## src/membus_pkg.sv

```systemverilog
/*
 * Shared constants and types for the processor memory-bus pin model.
 * Assumes both ends run on the same mclk_i at 200 MHz.
 */
package membus_pkg;
	// Number of byte lanes on the data bus.
	localparam int unsigned LANES       = 4;
	// Width of the test input bus.
	localparam int unsigned TEST_IN_W   = 8;
	// Width of the test output bus.
	localparam int unsigned TEST_OUT_W  = 3;
	// Width of the address generated by the core.
	localparam int unsigned ADDR_W      = 32;
	// Address fetched after reset release.
	localparam logic [31:0] RESET_ADDR  = 32'h0000_0000;
	// Least reset hold, in memory clock cycles.
	localparam int unsigned RESET_MIN_MCLK = 5;
	// Counter width for the reset hold counter.
	localparam int unsigned RESET_CNT_W = 3;
	// Reset value of the byte lane selects (no lane selected).
	localparam logic [3:0]  BLS_IDLE    = 4'hf;
	// Full-word lane selects (all lanes selected).
	localparam logic [3:0]  BLS_WORD    = 4'h0;

	// Kind of access requested by the user side of the core.
	typedef enum logic [1:0]
	{
		ACC_IDLE,
		ACC_READ,
		ACC_WRITE
	} access_t;

	// Core bus sequencer states.
	typedef enum logic [1:0]
	{
		ST_RESET,
		ST_IDLE,
		ST_ACCESS,
		ST_STALL
	} bus_state_t;
endpackage : membus_pkg

```

## src/membus_if.sv

```systemverilog
/*
 * Interface joining the processor end and the memory system end.
 * Assumes a single clock shared by both parties.
 */
`timescale 1ns/10ps
`default_nettype none
interface membus_if;
	import membus_pkg::*;
	logic [3:0]            byte_lane_select_n;     // Active-low lane selects.
	logic                  byte_not_word;          // High word, low byte.
	logic                  write_not_read;         // High write, low read.
	logic                  data_out_enable_n;      // Low while writing.
	logic                  mem_request_n;          // Low: access next cycle.
	logic                  sequential_cycle;       // Inverse of request.
	logic [ADDR_W-1:0]     address;                // Access address.
	logic [31:0]           data_out;               // Write data.
	logic [31:0]           data_in;                // Read data.
	logic                  address_latch_en;       // Low holds address phase.
	logic                  data_bus_enable;        // Low forces data off bus.
	logic                  stall_request_n;        // Low inserts wait cycles.
	logic                  fast_irq_n;             // Fast interrupt, low.
	logic                  normal_interrupt_req_n; // Normal interrupt, low.
	logic                  chip_reset_n;           // Core reset, low.
	logic                  high_speed_bus_select;  // High selects fast bus.
	logic                  sync_not_async_select;  // Clocking relation.
	logic [TEST_IN_W-1:0]  test_input_bus;         // Test inputs.
	logic [TEST_OUT_W-1:0] test_output_bus;        // Test outputs.

	// The processor end.
	modport cpu
	(
		output byte_lane_select_n, byte_not_word, write_not_read,
		output data_out_enable_n, mem_request_n, sequential_cycle,
		output address, data_out, test_output_bus,
		input  data_in, address_latch_en, data_bus_enable, stall_request_n,
		input  fast_irq_n, normal_interrupt_req_n, chip_reset_n,
		input  high_speed_bus_select, sync_not_async_select, test_input_bus
	);

	// The memory system end.
	modport mem
	(
		input  byte_lane_select_n, byte_not_word, write_not_read,
		input  data_out_enable_n, mem_request_n, sequential_cycle,
		input  address, data_out, test_output_bus,
		output data_in, address_latch_en, data_bus_enable, stall_request_n,
		output fast_irq_n, normal_interrupt_req_n, chip_reset_n,
		output high_speed_bus_select, sync_not_async_select, test_input_bus
	);
endinterface : membus_if
`default_nettype wire

```

## src/membus_cpu.sv

```systemverilog
/*
 * Processor end of the memory bus: request pipeline, address phase
 * latches, byte lanes, data-out enable, interrupt sampling and reset.
 * Assumes the memory end keeps its own obligations on stall and reset.
 */
`timescale 1ns/10ps
`default_nettype none
module membus_cpu
(
	input  wire logic                         mclk_i,
	input  wire logic                         reset_n_i,
	input  wire logic                         clk_en_i,
	membus_if.cpu                             bus,
	input  wire membus_pkg::access_t          req_kind_i,
	input  wire logic                         req_byte_i,
	input  wire logic [membus_pkg::ADDR_W-1:0] req_addr_i,
	input  wire logic [31:0]                  req_wdata_i,
	input  wire logic                         fiq_enable_i,
	input  wire logic                         irq_enable_i,
	output logic                              req_ready_o,
	output logic                              rd_valid_o,
	output logic [31:0]                       rd_data_o,
	output logic                              fiq_take_o,
	output logic                              irq_take_o,
	output logic                              units_enable_o,
	output logic                              sync_mode_o
);
	import membus_pkg::*;

	bus_state_t        state_q, state_d;       // Sequencer state.
	logic              mreq_n_q;               // Pipelined request.
	access_t           kind_q;                 // Access due on the bus next cycle.
	logic              byte_q;                 // Byte access flag.
	logic [ADDR_W-1:0] addr_q;                 // Address of the access.
	logic [31:0]       wdata_q;                // Write data held.
	access_t           bus_kind_q;             // Access now shown on the bus.
	logic [31:0]       dout_q;                 // Write data shown on the bus.
	logic              rd_pend_q;              // Read data is due next edge.
	logic [3:0]        lanes_q;                // Lane selects before latch.
	logic [3:0]        lanes_lat_q;            // Lane selects after latch.
	logic              bw_lat_q;               // byte_not_word after latch.
	logic              wr_lat_q;               // write_not_read after latch.
	logic [ADDR_W-1:0] addr_lat_q;             // Address after latch.
	logic [2:0]        rst_sync_q;             // Reset pin sampler.
	logic [2:0]        fiq_sync_q;             // Fast interrupt sampler.
	logic [2:0]        irq_sync_q;             // Normal interrupt sampler.
	logic [2:0]        wait_sync_q;            // Stall pin sampler.
	logic              rd_valid_q;             // Read data strobe.
	logic [31:0]       rd_data_q;              // Captured read data.
	logic              units_q;                // Cache, MMU, buffer on.
	logic              sync_q;                 // Resolved clocking mode.

	// A pin is believed low once the two later sampler stages agree.
	wire core_reset   = !rst_sync_q[1] && !rst_sync_q[2];
	wire fiq_low      = !fiq_sync_q[1] && !fiq_sync_q[2];
	wire irq_low      = !irq_sync_q[1] && !irq_sync_q[2];
	wire stall_low    = !wait_sync_q[1] && !wait_sync_q[2];
	wire want_access  = (req_kind_i != ACC_IDLE);
	// A request is taken only while ready is shown, never under a stall.
	wire take         = want_access && req_ready_o;
	// The bus stage freezes under a stall, so the access on it is stretched.
	wire bus_step     = clk_en_i && (!stall_low || core_reset);
	wire is_write     = (bus_kind_q == ACC_WRITE);
	wire [3:0] lanes_next = req_byte_i ?
		~(4'h1 << req_addr_i[1:0]) : BLS_WORD;

	// Synchronise pins through three flops each.
	// reset, interrupt and stall synchronisers
	always_ff @(posedge mclk_i or negedge reset_n_i)
	begin
		if (!reset_n_i)
		begin
			rst_sync_q  <= 3'h0;
			fiq_sync_q  <= 3'h7;
			irq_sync_q  <= 3'h7;
			wait_sync_q <= 3'h7;
		end
		else if (clk_en_i)
		begin
			rst_sync_q  <= {rst_sync_q[1:0], bus.chip_reset_n};
			fiq_sync_q  <= {fiq_sync_q[1:0], bus.fast_irq_n};
			irq_sync_q  <= {irq_sync_q[1:0], bus.normal_interrupt_req_n};
			wait_sync_q <= {wait_sync_q[1:0], bus.stall_request_n};
		end
	end

	// Next state: reset beats everything, a stall holds the access.
	always_comb
	begin
		state_d = state_q;
		case (state_q)
			ST_RESET:  state_d = ST_IDLE;
			ST_IDLE:   state_d = take ? ST_ACCESS : ST_IDLE;
			ST_ACCESS: state_d = stall_low ? ST_STALL :
				(take ? ST_ACCESS : ST_IDLE);
			ST_STALL:  state_d = stall_low ? ST_STALL :
				(take ? ST_ACCESS : ST_IDLE);
			default:   state_d = ST_RESET;
		endcase
		if (core_reset)
			state_d = ST_RESET;
	end

	// Sequencer, request pipeline and address phase.
	always_ff @(posedge mclk_i or negedge reset_n_i)
	begin
		if (!reset_n_i)
		begin
			state_q  <= ST_RESET;
			mreq_n_q <= 1'b1;
			kind_q   <= ACC_IDLE;
			byte_q   <= 1'b0;
			addr_q   <= RESET_ADDR;
			wdata_q  <= 32'h0;
			lanes_q  <= BLS_IDLE;
			units_q  <= 1'b0;
		end
		else if (clk_en_i)
		begin
			state_q <= state_d;
			if (core_reset)
			begin
				mreq_n_q <= 1'b1;
				kind_q   <= ACC_IDLE;
				lanes_q  <= BLS_IDLE;
				addr_q   <= addr_q + 32'h4;
				units_q  <= 1'b0;
			end
			else if (state_q == ST_RESET)
			begin
				addr_q <= RESET_ADDR;
			end
			else if (!stall_low)
			begin
				mreq_n_q <= !take;
				kind_q   <= take ? req_kind_i : ACC_IDLE;
				lanes_q  <= take ? lanes_next : BLS_IDLE;
				// Only a taken request may replace the held access.
				if (take)
				begin
					byte_q  <= req_byte_i;
					addr_q  <= req_addr_i;
					wdata_q <= req_wdata_i;
				end
			end
		end
	end

	// Registered address phase, held while the latch enable is low.
	// latch-held lane update
	always_ff @(posedge mclk_i or negedge reset_n_i)
	begin
		if (!reset_n_i)
		begin
			lanes_lat_q <= BLS_IDLE;
			bw_lat_q    <= 1'b1;
			wr_lat_q    <= 1'b0;
			addr_lat_q  <= RESET_ADDR;
			bus_kind_q  <= ACC_IDLE;
			dout_q      <= 32'h0;
		end
		else if (bus_step)
		begin
			bus_kind_q <= core_reset ? ACC_IDLE : kind_q;
			dout_q     <= wdata_q;
			if (bus.address_latch_en)
			begin
				lanes_lat_q <= lanes_q;
				bw_lat_q    <= !byte_q;
				wr_lat_q    <= (kind_q == ACC_WRITE);
				addr_lat_q  <= addr_q;
			end
		end
	end

	// Read capture, interrupt decisions and mode resolution.
	always_ff @(posedge mclk_i or negedge reset_n_i)
	begin
		if (!reset_n_i)
		begin
			rd_pend_q  <= 1'b0;
			rd_valid_q <= 1'b0;
			rd_data_q  <= 32'h0;
			fiq_take_o <= 1'b0;
			irq_take_o <= 1'b0;
			sync_q     <= 1'b0;
		end
		else if (clk_en_i)
		begin
			// The memory registers its answer, so read data lags the bus cycle by one edge.
			rd_pend_q  <= bus_step && !core_reset && (bus_kind_q == ACC_READ);
			rd_valid_q <= rd_pend_q;
			if (rd_pend_q)
				rd_data_q <= bus.data_in;
			fiq_take_o <= fiq_enable_i && fiq_low && !core_reset;
			irq_take_o <= irq_enable_i && irq_low && !(fiq_enable_i && fiq_low) &&
				!core_reset;
			if (!bus.high_speed_bus_select)
				sync_q <= bus.sync_not_async_select;
		end
	end

	assign bus.byte_lane_select_n = lanes_lat_q;
	assign bus.byte_not_word      = bw_lat_q;
	assign bus.write_not_read     = wr_lat_q;
	assign bus.address            = addr_lat_q;
	assign bus.data_out           = dout_q;
	assign bus.data_out_enable_n  = !(is_write && bus.data_bus_enable);
	assign bus.mem_request_n      = mreq_n_q;
	assign bus.sequential_cycle   = !mreq_n_q;
	assign bus.test_output_bus    = (bus.test_input_bus == 8'h00) ? 3'h0 :
		bus.test_input_bus[2:0];

	assign req_ready_o    = !core_reset && (state_q != ST_RESET) && !stall_low;
	assign rd_valid_o     = rd_valid_q;
	assign rd_data_o      = rd_data_q;
	assign units_enable_o = units_q;
	assign sync_mode_o    = sync_q;
endmodule : membus_cpu
`default_nettype wire

```

## src/flat_wrapper.sv

```systemverilog
// flat-port wrapper written by rule: the top's interface ports become plain ports
module membus_cpu_flat import membus_pkg::*;
  (mclk_i, reset_n_i, clk_en_i, req_kind_i, req_byte_i, req_addr_i, req_wdata_i, fiq_enable_i, irq_enable_i, req_ready_o, rd_valid_o, rd_data_o, fiq_take_o, irq_take_o, units_enable_o, sync_mode_o, bus_byte_lane_select_n, bus_byte_not_word, bus_write_not_read, bus_data_out_enable_n, bus_mem_request_n, bus_sequential_cycle, bus_address, bus_data_out, bus_test_output_bus, bus_data_in, bus_address_latch_en, bus_data_bus_enable, bus_stall_request_n, bus_fast_irq_n, bus_normal_interrupt_req_n, bus_chip_reset_n, bus_high_speed_bus_select, bus_sync_not_async_select, bus_test_input_bus);
  membus_if bus_i ();
  input  wire logic mclk_i;
  input  wire logic reset_n_i;
  input  wire logic clk_en_i;
  input  wire membus_pkg::access_t req_kind_i;
  input  wire logic req_byte_i;
  input  wire logic [membus_pkg::ADDR_W-1:0] req_addr_i;
  input  wire logic [31:0] req_wdata_i;
  input  wire logic fiq_enable_i;
  input  wire logic irq_enable_i;
  output logic req_ready_o;
  output logic rd_valid_o;
  output logic [31:0] rd_data_o;
  output logic fiq_take_o;
  output logic irq_take_o;
  output logic units_enable_o;
  output logic sync_mode_o;
  output wire logic [$bits(bus_i.byte_lane_select_n)-1:0] bus_byte_lane_select_n;
  output wire logic [$bits(bus_i.byte_not_word)-1:0] bus_byte_not_word;
  output wire logic [$bits(bus_i.write_not_read)-1:0] bus_write_not_read;
  output wire logic [$bits(bus_i.data_out_enable_n)-1:0] bus_data_out_enable_n;
  output wire logic [$bits(bus_i.mem_request_n)-1:0] bus_mem_request_n;
  output wire logic [$bits(bus_i.sequential_cycle)-1:0] bus_sequential_cycle;
  output wire logic [$bits(bus_i.address)-1:0] bus_address;
  output wire logic [$bits(bus_i.data_out)-1:0] bus_data_out;
  output wire logic [$bits(bus_i.test_output_bus)-1:0] bus_test_output_bus;
  input wire logic [$bits(bus_i.data_in)-1:0] bus_data_in;
  input wire logic [$bits(bus_i.address_latch_en)-1:0] bus_address_latch_en;
  input wire logic [$bits(bus_i.data_bus_enable)-1:0] bus_data_bus_enable;
  input wire logic [$bits(bus_i.stall_request_n)-1:0] bus_stall_request_n;
  input wire logic [$bits(bus_i.fast_irq_n)-1:0] bus_fast_irq_n;
  input wire logic [$bits(bus_i.normal_interrupt_req_n)-1:0] bus_normal_interrupt_req_n;
  input wire logic [$bits(bus_i.chip_reset_n)-1:0] bus_chip_reset_n;
  input wire logic [$bits(bus_i.high_speed_bus_select)-1:0] bus_high_speed_bus_select;
  input wire logic [$bits(bus_i.sync_not_async_select)-1:0] bus_sync_not_async_select;
  input wire logic [$bits(bus_i.test_input_bus)-1:0] bus_test_input_bus;
  assign bus_byte_lane_select_n = bus_i.byte_lane_select_n;
  assign bus_byte_not_word = bus_i.byte_not_word;
  assign bus_write_not_read = bus_i.write_not_read;
  assign bus_data_out_enable_n = bus_i.data_out_enable_n;
  assign bus_mem_request_n = bus_i.mem_request_n;
  assign bus_sequential_cycle = bus_i.sequential_cycle;
  assign bus_address = bus_i.address;
  assign bus_data_out = bus_i.data_out;
  assign bus_test_output_bus = bus_i.test_output_bus;
  assign bus_i.data_in = bus_data_in;
  assign bus_i.address_latch_en = bus_address_latch_en;
  assign bus_i.data_bus_enable = bus_data_bus_enable;
  assign bus_i.stall_request_n = bus_stall_request_n;
  assign bus_i.fast_irq_n = bus_fast_irq_n;
  assign bus_i.normal_interrupt_req_n = bus_normal_interrupt_req_n;
  assign bus_i.chip_reset_n = bus_chip_reset_n;
  assign bus_i.high_speed_bus_select = bus_high_speed_bus_select;
  assign bus_i.sync_not_async_select = bus_sync_not_async_select;
  assign bus_i.test_input_bus = bus_test_input_bus;
  membus_cpu u_core (.mclk_i(mclk_i), .reset_n_i(reset_n_i), .clk_en_i(clk_en_i), .bus(bus_i), .req_kind_i(req_kind_i), .req_byte_i(req_byte_i), .req_addr_i(req_addr_i), .req_wdata_i(req_wdata_i), .fiq_enable_i(fiq_enable_i), .irq_enable_i(irq_enable_i), .req_ready_o(req_ready_o), .rd_valid_o(rd_valid_o), .rd_data_o(rd_data_o), .fiq_take_o(fiq_take_o), .irq_take_o(irq_take_o), .units_enable_o(units_enable_o), .sync_mode_o(sync_mode_o));
endmodule
```

## config.mk

```make
export PLATFORM = sky130hd
export DESIGN_NAME = membus_cpu_flat
export DESIGN_NICKNAME = d
export VERILOG_FILES = /design/src/membus_pkg.sv /design/src/membus_if.sv /design/src/membus_cpu.sv /design/src/flat_wrapper.sv
export SDC_FILE = /design/constraint.sdc
export NUM_CORES = 1
export LEC_CHECK = 0
export ABC_AREA = 1
export BUFFER_PORTS_ARGS = -buffer_cell sky130_fd_sc_hd__clkbuf_2
export CAP_MARGIN = 20
export CELL_PAD_IN_SITES_DETAIL_PLACEMENT = 1
export CELL_PAD_IN_SITES_GLOBAL_PLACEMENT = 1
export CORE_ASPECT_RATIO = 1.5
export CORE_MARGIN = 10
export CORE_UTILIZATION = 42
export CTS_CLUSTER_DIAMETER = 40
export DETAILED_ROUTE_END_ITERATION = 10
export PLACE_DENSITY = 0.9
export SLEW_MARGIN = 20
export SYNTH_ARGS = -nofsm -noshare
export SYNTH_HDL_FRONTEND = slang
export SYNTH_SLANG_ARGS = --single-unit
```

## constraint.sdc

```tcl
create_clock -name mclk_i -period 2.2 [get_ports mclk_i]
set_input_delay 0.22 -clock mclk_i [delete_from_list [all_inputs] [get_ports mclk_i]]
set_output_delay 0.22 -clock mclk_i [all_outputs]
set_load 0.01 [all_outputs]
```

==> impl_metrics.ini <==
[detailed_routing]
wl_per_cell_um = 20.10
routed_wl_mm = 29.93
drt_iter0_drc = 361
firstDrtPassIters = 5
ant_nets = 0
vias_per_cell = 5.149
vias = 7667
drc = 0

[pwr]
ir_worst_vdd_mv = 0.4482
power_density_mw_per_mm2 = 1233
leakagePower_nw = 5.555

[clocking]
insertion_delay_ns = 0.44
numCtsBuffers = 17
tritoncts = done
cts_sinks = 195
htreeDepth = 4
post_cts_buffers = 0
path_clk_slew_ns = 0.07
cts_root_buf = clkbuf_16
hold_buffers = 43
clock_path_buffers = 2
cts_resized = 0

[placed_design]
routabilityCongestion = 0.9618
hpwl_mm = 20.44
dp_cells = 1413
port_buffers = 221

[sta]
drv_slew = 0
worst_slew_pin_slew_ns = 0.9932
setup_viol_count_final = 0
final-hold-violation-count = 0
rsz0062_at_grt = false
max-slew-margin-rel_pct = 33.69
period_needed_ns = 1.940
fmax_mhz = 515.4
fin_worst_skew_ns = 0.01206
min_period_over_period_pct = 88.19
tns_ns = 0

[floorplan]
die_w_um = 136.3
ios = 234
die_area_mm2 = 0.02649
start_util_pct = 42.88
core_area_mm2 = 0.01986
die_h_um = 194.4
num_rows = 63

[finish]
stdcell_count = 1489
layout.nets = 1336
syn_to_final_growth_pct = 29.38
final_layout_size_suffix_gt1_share_pct = 28.09

[synth]
ys_seq_area_share_pct = 57.57
ys_ff_latch = 195
async_reset_ff_share_pct = 100.0
synth_ff_type = dfrtp_1
ys_top_cells_by_area = dfrtp_1 52%, nand2_1 13%, o21ai_0 7.4%
synth-xor-area-share_pct = 0
yosys.area_share.simple_pct = 19.07
syn_nets = 1077
synth.cell_area_mm2 = 0.008517
netlist.area_leader.share_pct = 51.71
synth_area_per_cell_um2 = 8.909
synth_compound_area_share_pct = 12.06
synth.most_common_cell = nand2_1
synth_common_cells = 286 x nand2_1, 176 x dfrtp_1, 126 x o21ai_0, 90 x inv_1, 58 x nor2_1
yosysWarningCount = 0
synth_cell_types = 34
synth.mux.area_fraction_pct = 4.363
synth_top_family_by_area = simple AND/OR/NAND/NOR gates
synth_edf_count = 0
yosys.area_share.adder_pct = 0.1469
synth_area_leader_cell = dfrtp_1
synthCells = 956

[critical_path]
crit_family = buffers and inverters
crit_type = register to register
critPathSlowestCell = inv_2
worstSetupEndpointType = register
critPathMostFrequentCell = inv_2
required_ns = 2.53
cp-start-kind = register
critPathMaxFanout = 65
crit_chain = inv_2 > nand2_4 > a21oi_4 > inv_2 > nand2_1 > o21ai_0
r2r_slack_ns = 0.26
critPathMaxStageDelay_ns = 0.73
arrival_ns = 2.27
path_buf_inv = 2

[global_route]
antenna_found_initial = 1
met2_usage_pct = 41.99
grt_util_met1_pct = 22.43
grt_first_pass_wirelength_mm = 46.76
track_usage_pct = 22.59
grt_pass1_vias = 8627
gr-usage-met3_pct = 4.750
grt_overflow_total = 0
grt_start_max_net_pins = 76
busiest_layer = met2

[job]
drv_cap = 0

[run_status]
status = completed

[hold_path]
worstHoldPathType = primary input to register
## placed cells by master, fill, tap and decap left out, types with 8 or more instances in the layout
master and count:
dfrtp_1 176, mux2_2 33, a22oi_1 8, o21ai_0 126
a21oi_1 18, o21ai_1 13, buf_4 14, nor2_1 58
a21boi_0 13, inv_1 90, nand2_1 285, dlygate4sd3_1 43
nand3_1 37, dfstp_2 19, clkbuf_16 17, clkbuf_2 220
## cells by family after synthesis
group,after synthesis
AO/OA/AOI/OAI,188
adder cells (fa/ha/maj),1
buffers and inverters,139
flip-flops,195
multiplexers,33
other,1
AND/OR/NAND/NOR,399
## registers in the layout, summed over array words and instances (netlist names), 2 cells and up
| signal | cells |
|---|---|
| u_core.addr_q | 32 |
| u_core.wait_sync_q | 3 |
| u_core.bus.address | 32 |
| u_core.rst_sync_q | 3 |
| u_core.bus.data_out | 32 |
| u_core.bus_kind_q | 2 |
| u_core.bus.byte_lane_select_n | 4 |
| u_core.kind_q | 2 |
| u_core.state_q | 2 |
| u_core.wdata_q | 32 |
| u_core.rd_data_o | 32 |
| u_core.lanes_q | 4 |
| u_core.irq_sync_q | 3 |
| u_core.fiq_sync_q | 3 |
## worst min-delay path: cells and delay by family
family	cells	cell delay [ns]
AOI/OAI and AO/OA	1	0.06
buffers and inverters	1	0.08
and+or+nand+nor	1	0.04
## through the flow
| stage | instance area (µm²) | hold WS (ns) | worst slack [ns] | util, % | total power, mW |
|---|---|---|---|---|---|
| 2_1_floorplan | 8517 | -0.07559 | 0.7676 | - | 8.036 |
| 5_1_grt | 11020 | 0.006969 | 0.08565 | 55.47 | 14.45 |
| 3_3_place_gp | 9951 | 0.2871 | 0.4293 | 50.09 | 9.699 |
| 3_5_place_dp | 9951 | 0.2969 | 0.3112 | 50.09 | 10.06 |
| 4_1_cts | 11020 | 0.0001148 | 0.2543 | 55.46 | 13.60 |
| 6_report | 11020 | 0.004405 | 0.2599 | 55.47 | 13.59 |
## metal layers
metal / up-vias / share of wire, %
met3: 73 / 4.2
met2: 226 / 55
li1: 3558 / -
met5: - / 0
met4: 0 / 5.0
met1: 3810 / 36
## final timing paths
| check | cells past startpoint | endpoint | from |
|---|---|---|---|
| max | 6 | u_core.bus.data_out[16] | u_core.rst_sync_q[1] |
| min | 3 | u_core.wdata_q[6] | req_wdata_i[6] |
| max reg2reg | 6 | u_core.bus.data_out[16] | u_core.rst_sync_q[1] |
| min reg2reg | 1 | u_core.bus.byte_not_word | u_core.byte_q |
| max in group asynchronous | 3 | u_core.wait_sync_q[0] | reset_n_i |
| min in group asynchronous | 2 | u_core.rd_data_o[10] | reset_n_i |
## area by class of cell
type	instances	area, µm²
inverter	96	360.3
antenna	1	2.502
clock inverter	11	175.2
timing repair buffer	283	1750
sequential	195	4903
multi-input combinational	622	3042
tap	260	325.3
clock buffer	21	460.4
fill	2387	8845
## power by group
group          total [mW]  switching, mW  internal [mW]
combinational        4.17           2.57           1.60
sequential           6.04          0.990           5.05
clock                3.38           1.41           1.98
total                13.6           4.96           8.63
(Power assumes the default switching activity.)
